`config.mk`:
```
export PLATFORM = sky130hd
export DESIGN_NAME = crt_readout_ports
export DESIGN_NICKNAME = d
export VERILOG_FILES = /design/src/hw/crt_readout_pkg.sv /design/src/hw/crt_readout_ports.sv
export VERILOG_INCLUDE_DIRS = /design/src /design/src/hw
export SDC_FILE = /design/constraint.sdc
export NUM_CORES = 1
export LEC_CHECK = 0
export ABC_AREA = 0
export ABC_CLOCK_PERIOD_IN_PS = 3000
export BUFFER_PORTS_ARGS = -buffer_cell sky130_fd_sc_hd__buf_2
export CORE_MARGIN = 8
export CORE_UTILIZATION = 30
export DETAILED_ROUTE_END_ITERATION = 8
export SLEW_MARGIN = 20
export SYNTH_ARGS = -nofsm -noshare
export SYNTH_HDL_FRONTEND = slang
export SYNTH_SLANG_ARGS = --single-unit
```
`constraint.sdc`:
```
create_clock -name mclk -period 3 [get_ports mclk]
set_clock_uncertainty 0.05 [all_clocks]
set_input_delay 0.3 -clock mclk [delete_from_list [all_inputs] [get_ports mclk]]
set_output_delay 0.3 -clock mclk [all_outputs]
set_load 0.1 [all_outputs]
```
`src/hw/crt_readout_regs.svh`:
```
// Offsets, field positions and timing counts for the readout bus ports.
// Assumes a 200 MHz mclk; included by the package only; the design module reuses its macros.
`ifndef CRT_READOUT_REGS_SVH
`define CRT_READOUT_REGS_SVH

`define CTRL_NIBBLE 4'h5
`define LOAD_NIBBLE 4'h2
`define CTRL_RESET 8'h00
`define CB_ON 0
`define CB_ADDR_MODE 1
`define CB_A9 2
`define CB_MAX_SPAN 3
`define CB_A8 4
`define CB_LINES16 5
`define CB_COL40 6
`define CB_SPECTRUM 7
`define LB_SKIP 6
`define LB_BLANK 7
`define CLK_MHZ 200
`define GAP_US 140
`define GAP_CYC (`GAP_US * `CLK_MHZ)
`define RETRACE_NS 5900
`define RETRACE_CYC ((`RETRACE_NS * `CLK_MHZ) / 1000)
`define UNBLANK_US 5
`define UNBLANK_CYC (`UNBLANK_US * `CLK_MHZ)

`endif

```
`src/hw/crt_readout_pkg.sv`:
```
// Types shared by the readout port logic and its bench.
// Assumes crt_readout_regs.svh is on the include path.
package crt_readout_pkg;
`include "crt_readout_regs.svh"

   typedef struct packed {
      logic spectrum_en;
      logic col40;
      logic lines16;
      logic a8;
      logic max_span;
      logic a9;
      logic addr_mode;
      logic readout_on;
   } ctrl_t;

   typedef struct packed {
      logic blank;
      logic skip;
      logic [5:0] code;
   } char_t;

   typedef enum logic [2:0] {
      MK_IDLE = 3'b001,
      MK_RETRACE = 3'b010,
      MK_DRAW = 3'b100
   } marker_st_t;

   typedef struct packed {
      logic [2:0] strobe_sync;
      logic [11:0] bus_s1;
      logic [11:0] bus_s2;
      logic [3:0] nib_q;
      logic [7:0] data_q;
      logic [1:0] lined_sync;
      logic lined_q;
      ctrl_t ctrl;
      logic [7:0] addr_lo;
      logic ram_we;
      logic [9:0] ram_addr;
      char_t ram_data;
      marker_st_t mk_st;
      logic [17:0] mk_cnt;
      logic [15:0] gap_cnt;
   } state_t;
endpackage

```
`src/hw/crt_readout_ports.sv`:
```
// Instrument-bus ports, character RAM steering and marker dot sequencer.
// Assumes bus pins and line-D are asynchronous; scan counters sit outside.
//
// Behaviour
// [RQ1] Control bit 2 drives RAM address bit nine
// [RQ2] Bit 3 picks max-span dot, else centre
// [RQ3] Control bit 4 drives RAM address bit eight
// [RQ4] Bit 5 selects sixteen-line counter mode
// [RQ5] Bit 6 selects forty characters per line
// [RQ6] Bit 7 high enables 140 us gap timer
// [RQ7] Bit 7 low kills timer, trace, boost, dot
// [RQ8] Host loads character in four ordered writes
// [RQ9] Address-mode write latches low address byte
// [RQ10] Data byte: code, skip, blank flags stored
// [RQ11] Skip flag advances line counter past line
// [RQ12] Blank flag stops scan pulling readout-off low
// [RQ13] Refresh marker after last lower readout position
// [RQ14] Falling line-D starts marker sequence
// [RQ15] Dot interval: deflection, offset, readout-off low
// [RQ16] Wait 5.9 us, then unblank 5 us
// [RQ17] Dot interval held until dot drawn
// [RQ18] Decode nibble 5 and 2 while strobe high
// [RQ19] Latch bus data on falling strobe
// [RQ20] Bit 0 routes scan or load address
// [RQ21] Bit 1 address mode blocks RAM writes
module crt_readout_ports
   import crt_readout_pkg::*;
#(
   parameter int GAP_CYCLES = `GAP_CYC,
   parameter int RETRACE_CYCLES = `RETRACE_CYC,
   parameter int UNBLANK_CYCLES = `UNBLANK_CYC
)
(
   input wire logic mclk,
   input wire logic rstn,
   input wire logic bus_strobe,
   input wire logic [3:0] bus_addr_hi,
   input wire logic [7:0] bus_data,
   input wire logic line_d,
   input wire logic [9:0] scan_addr,
   input wire logic char_done,
   input wire char_t scan_char,
   output logic [9:0] ram_addr,
   output logic ram_we,
   output char_t ram_wdata,
   output logic readout_on,
   output logic lines16_mode,
   output logic col40_mode,
   output logic line_skip,
   output logic gap_timer_en,
   output logic gap_active,
   output logic boost_en,
   output logic char_scan_active,
   output logic readout_off,
   output logic marker_interval_low,
   output logic marker_period_flag,
   output logic marker_draw_pulse,
   output logic hdefl_max_span,
   output logic vdefl_offset
);

   state_t s_r;
   state_t s_nxt;
   logic strobe_fall;
   logic control_port_select;
   logic load_port_select;
   logic lined_fall;
   logic scan_ok;

   ////////////////////////////////////////////////////////////////////////
   always_comb
   begin
      s_nxt = s_r;
      s_nxt.ram_we = 1'b0;
      // Bus pins resynchronised; strobe history kept one deeper for edge
      s_nxt.strobe_sync = {s_r.strobe_sync[1:0], bus_strobe};
      // Nibble and data share the strobe's two stages so all three stay aligned
      s_nxt.bus_s1 = {bus_addr_hi, bus_data};
      s_nxt.bus_s2 = s_r.bus_s1;
      s_nxt.lined_sync = {s_r.lined_sync[0], line_d};
      s_nxt.lined_q = s_r.lined_sync[1];
      // [RQ18] Decode while high
      control_port_select = s_r.strobe_sync[1] && s_r.bus_s2[11:8] == `CTRL_NIBBLE;
      load_port_select = s_r.strobe_sync[1] && s_r.bus_s2[11:8] == `LOAD_NIBBLE;
      // Address and data sampled while strobe high; used when it falls
      if (s_r.strobe_sync[1])
      begin
         s_nxt.nib_q = s_r.bus_s2[11:8];
         s_nxt.data_q = s_r.bus_s2[7:0];
      end
      // [RQ19] Latch at strobe fall
      strobe_fall = s_r.strobe_sync[2] && !s_r.strobe_sync[1];
      if (strobe_fall && s_r.nib_q == `CTRL_NIBBLE)
         s_nxt.ctrl = ctrl_t'(s_r.data_q);
      if (strobe_fall && s_r.nib_q == `LOAD_NIBBLE)
      begin
         // [RQ21] Address mode blocks writes
         if (s_r.ctrl.addr_mode)
         begin
            // [RQ9] Low address byte
            s_nxt.addr_lo = s_r.data_q;
            s_nxt.ram_addr = {s_r.ctrl.a9, s_r.ctrl.a8, s_r.data_q};
         end
         else
         begin
            s_nxt.ram_we = 1'b1;
            // [RQ10] Code and flags
            s_nxt.ram_data = char_t'(s_r.data_q);
            // [RQ8] Load address from earlier writes
            // [RQ1] Bit nine from control
            // [RQ3] Bit eight from control
            s_nxt.ram_addr = {s_r.ctrl.a9, s_r.ctrl.a8, s_r.addr_lo};
         end
      end
      // [RQ6] Gap timer between characters
      if (!s_r.ctrl.spectrum_en)
         s_nxt.gap_cnt = '0;
      else if (char_done)
         s_nxt.gap_cnt = 16'(GAP_CYCLES);
      else if (s_r.gap_cnt != '0)
         s_nxt.gap_cnt = s_r.gap_cnt - 16'h0001;
      // [RQ14] Falling line-D trigger
      lined_fall = s_r.lined_q && !s_r.lined_sync[1];
      case (s_r.mk_st)
         MK_IDLE:
         begin
            // [RQ13] Refresh after lower line
            // [RQ7] Dot suppressed when off
            if (lined_fall && s_r.ctrl.spectrum_en)
            begin
               s_nxt.mk_st = MK_RETRACE;
               s_nxt.mk_cnt = 18'(RETRACE_CYCLES - 1);
            end
         end
         MK_RETRACE:
         begin
            // [RQ16] Retrace wait
            if (s_r.mk_cnt == '0)
            begin
               s_nxt.mk_st = MK_DRAW;
               s_nxt.mk_cnt = 18'(UNBLANK_CYCLES - 1);
            end
            else
               s_nxt.mk_cnt = s_r.mk_cnt - 18'h00001;
         end
         MK_DRAW:
         begin
            // [RQ16] Unblank period
            if (s_r.mk_cnt == '0)
               s_nxt.mk_st = MK_IDLE;
            else
               s_nxt.mk_cnt = s_r.mk_cnt - 18'h00001;
         end
         default:
            s_nxt.mk_st = MK_IDLE;
      endcase
   end

   // No documented reset; a defined power-on state is still given here
   always_ff @(posedge mclk or negedge rstn)
   begin
      if (!rstn)
      begin
         s_r <= '0;
         s_r.ctrl <= ctrl_t'(`CTRL_RESET);
         s_r.mk_st <= MK_IDLE;
      end
      else
         s_r <= s_nxt;
   end

   ////////////////////////////////////////////////////////////////////////
   // [RQ20] Scan or load address
   assign ram_addr = s_r.ctrl.readout_on ? scan_addr : s_r.ram_addr;
   assign ram_we = s_r.ram_we;
   assign ram_wdata = s_r.ram_data;
   assign readout_on = s_r.ctrl.readout_on;
   // [RQ4] Sixteen-line mode
   assign lines16_mode = s_r.ctrl.lines16;
   // [RQ5] Forty-column mode
   assign col40_mode = s_r.ctrl.col40;
   // [RQ11] Skip advances line
   assign line_skip = scan_char.skip;
   // [RQ7] Timer and boost off
   assign gap_timer_en = s_r.ctrl.spectrum_en;
   assign boost_en = s_r.ctrl.spectrum_en;
   assign gap_active = s_r.gap_cnt != '0;
   // Scan may run once the gap elapses; blanks are scanned but do not pull readout-off low
   assign scan_ok = s_r.ctrl.readout_on && !gap_active;
   assign char_scan_active = scan_ok;
   // [RQ17] Interval spans retrace and draw
   assign marker_interval_low = !(s_r.mk_st == MK_RETRACE || s_r.mk_st == MK_DRAW);
   assign marker_period_flag = marker_interval_low;
   // [RQ7] Dot never drawn while spectrum bit is low
   assign marker_draw_pulse = s_r.mk_st == MK_DRAW && s_r.ctrl.spectrum_en;
   // [RQ2] Dot horizontal source
   assign hdefl_max_span = !marker_interval_low && s_r.ctrl.max_span;
   // [RQ15] Vertical offset in interval
   assign vdefl_offset = !marker_interval_low;
   // [RQ15] Readout deflection in interval
   // [RQ12] Blank chars skip readout
   // [RQ7] Forced low when off
   assign readout_off = s_r.ctrl.spectrum_en && marker_interval_low
      && !(scan_ok && !scan_char.blank);

endmodule

```
==> flow_metrics.py <==
metrics = {
    "clocking": {
        "clk_root_buffer_cell": "clkbuf_16",
        "clk_path_buf_depth": 2,
        "clock_sinks": 114,
        "cts_max_level": 4,
        "cts_setup_buffers": 0,
        "cts_tree": "yes",
        "path_clk_slew_ps": 60,
        "clock_latency_ps": 400,
        "cts_made_buffers": 17,
    },
    "timing": {
        "fmax_mhz": 343.5,
        "tightest_slew_ps": 824.0,
        "rsz0062_at_grt": "no",
        "maxSlewViolCount": 0,
        "finalSetupViolCount": 0,
        "tns_ps": 0,
        "final.min_clock_period_ps": 2911,
        "fin_crit_sh_pct": 97.04,
        "slew_headroom_pct": 45.07,
        "hold_viol": 0,
    },
    "layout": {
        "fin_util_pct": 38.35,
        "final_area_sq_mm": 0.006113,
        "nFillCells": 1530,
        "syn_to_final_growth_pct": 24.83,
        "seqCellArea_sq_mm": 0.002854,
        "drive_gt1_share_pct": 31.94,
        "fin_nets": 526,
        "n_antenna_cell": 0,
        "stdcell_count": 717,
        "multi_input_area_sq_mm": 0.001859,
    },
    "setup_path": {
        "max_stage_delay_ps": 650,
        "path_buf_inv": 1,
        "cp_max_fo": 5,
        "path_cells": "or4_1 -> nor4_1 -> nand4_1 -> nor2_4 -> buf_4",
        "path_delay_family": "simple AND/OR/NAND/NOR gates",
        "startpoint_type": "flip-flop",
        "cp.required_ps": 2650,
        "crit_type": "flip-flop to primary output",
        "arrival_ps": 2560,
        "critPathCaptureType": "primary output",
        "cp_slowest_cell": "or4_1",
    },
    "logic_synthesis": {
        "ys_seq_elements": 114,
        "yosysSeqAreaShare_pct": 58.28,
        "syn_area_sq_mm": 0.004897,
        "synth_top_area_share_pct": 57.74,
        "avgSynthCellArea_sq_um": 11.97,
        "synthCells": 409,
        "synth_edf_count": 0,
        "synth_top_area_cell": "dfrtp_1",
        "synth_cell_types": 60,
        "synthTopCellsByArea": "dfrtp_1 58%, mux2_2 10%, nor2_1 2.7%, nand2_1 2.1%, buf_4 1.7%",
        "synthFlopType": "dfrtp_1",
        "synthArstFlopShare_pct": 100.0,
        "syn_nets": 447,
        "synth_warnings": 0,
    },
    "drt": {
        "ant_nets": 0,
        "wire_per_inst_um": 14.61,
        "wl_mm": 10.48,
        "drc": 0,
        "drt_iter0_drc": 189,
        "via_per_inst": 4.682,
        "vias": 3357,
        "firstDrtPassIters": 4,
    },
    "grt": {
        "grt_max_degree": 65,
        "overflow": 0,
        "grt_first_pass_wirelength_mm": 17.71,
        "globalRouteTotalUtil_pct": 10.95,
        "grt_pass1_vias": 3515,
        "antenna_found_initial": 0,
    },
    "placed_design": {
        "place_inst": 670,
        "place_area_sq_mm": 0.005415,
        "dp_hpwl_mm": 7.161,
        "place_congestion": 0.8034,
        "port_buffers": 59,
    },
    "run_status": {
        "status": "complete, no violations",
    },
    "worst_hold_path": {
        "hold_path.class": "input pin to flip-flop",
    },
    "floorplanning": {
        "dieArea_sq_mm": 0.02067,
        "die_y_um": 143.8,
        "die_width_um": 143.8,
        "start_util_pct": 30.72,
        "rows": 46,
        "core_sq_mm": 0.01594,
        "ios": 68,
    },
    "flow_run": {
        "maxCapViolCount": 0,
    },
    "power_and_ir_drop": {
        "power.total_mw": 6.162,
        "ir_worst_vdd_mv": 0.6901,
        "power.leakage_nw": 2.784,
        "powerDensity_mw_per_mm2": 1008,
    },
}
-- metal layers --
metal	vias up	global-route usage, %	wire length (um)	part of all wire (%)
met5	-	0	0	0
met4	0	4.095	85	0.81
met3	6	3.716	530	5.1
met2	65	17.55	5100	49
met1	1676	13.39	4762	45
li1	1610	-	-	-
-- stage by stage --
stage                     hold slack [ps]  setup WS, ps
after CTS                           157.7         102.3
after floorplan                    -45.59        -588.4
after detailed placement            284.7         219.2
after global placement              283.4         342.5
final                               177.4         88.94
after global routing                184.1         2.321
-- final timing paths --
kind	from	end	slack, ps	cells past startpoint
worst min-delay path	char_done	s_r[11]	180	2
worst max-delay path	s_r[8]	char_scan_active	90	5
max in group asynchronous	rstn	s_r[84]	1650	3
min in group asynchronous	rstn	s_r[93]	490	2
worst max register to register	s_r[16]	s_r[32]	240	9
worst min register to register	s_nxt[97]	s_r[97]	300	0
-- state kept, by name, indices dropped and copies added, names as in the netlist --
register / flops
s_nxt: 16
s_r: 85
ram_wdata: 8
ram_we: 1
lines16_mode: 1
boost_en: 1
readout_on: 1
col40_mode: 1
-- cells in the mapped netlist (all sizes together), types with 8 or more instances --
cell type,number
a21oi,13
buf,18
dfrtp,113
inv,9
mux2,46
mux2i,8
nand2,28
nor2,35
nor3,11
nor4,12
o21ai,24
xnor2,9
-- where the power goes --
| group | internal (mW) | switching, mW | total (mW) |
|---|---|---|---|
| logic | 0.687 | 1.56 | 2.24 |
| clock network | 1.06 | 0.745 | 1.80 |
| registers | 1.82 | 0.293 | 2.12 |
-- timing repair --
item,in CTS,in global routing
gates resized for setup,1,1
hold endpoints to repair,75,0
hold buffers,15,0
endpoints found under the setup margin,1,1
-- cells by family (layout without fill, tap and decap cells) --
family | count (synthesis) | after routing | share of synthesized area (%)
xor gates and xnor gates | 16 | 16 | 2.862
DFF | 114 | 114 | 58.28
and+or+nand+nor | 122 | 122 | 13.39
muxes | 54 | 54 | 12.29
adders and majority gates | 3 | 3 | 0.7666
buffers and inverters | 36 | 128 | 4.088
AOI/OAI and AO/OA | 64 | 64 | 8.329
-- cell usage in the layout (no fill, tap or decap), drive strengths merged, types with 3 or more instances in the layout --
cell         count
clkinvlp         7
nor2            35
nor4            12
a21oi           13
dlygate4sd3     15
o21a             3
mux2            46
ha               3
clkinv           7
nand4            3
nand3            6
nor3            11
mux2i            8
clkbuf          17
buf             70
or3              6
or4              4
xor2             7
xnor2            9
nand2           28
o21ai           24
nand2b           4
inv             12
dfrtp          113
o31ai            4
-- cell type report --
type / count / share of cell area (%)
repair buffers: 85 / 8.923
multi-input cells: 259 / 30.41
inverters: 11 / 0.7777
clock buffers: 17 / 6.959
clock inverters: 15 / 1.822
flip-flops and latches: 114 / 46.68
well taps: 216 / 4.421
Note: power is estimated with default switching activity, not from simulation.
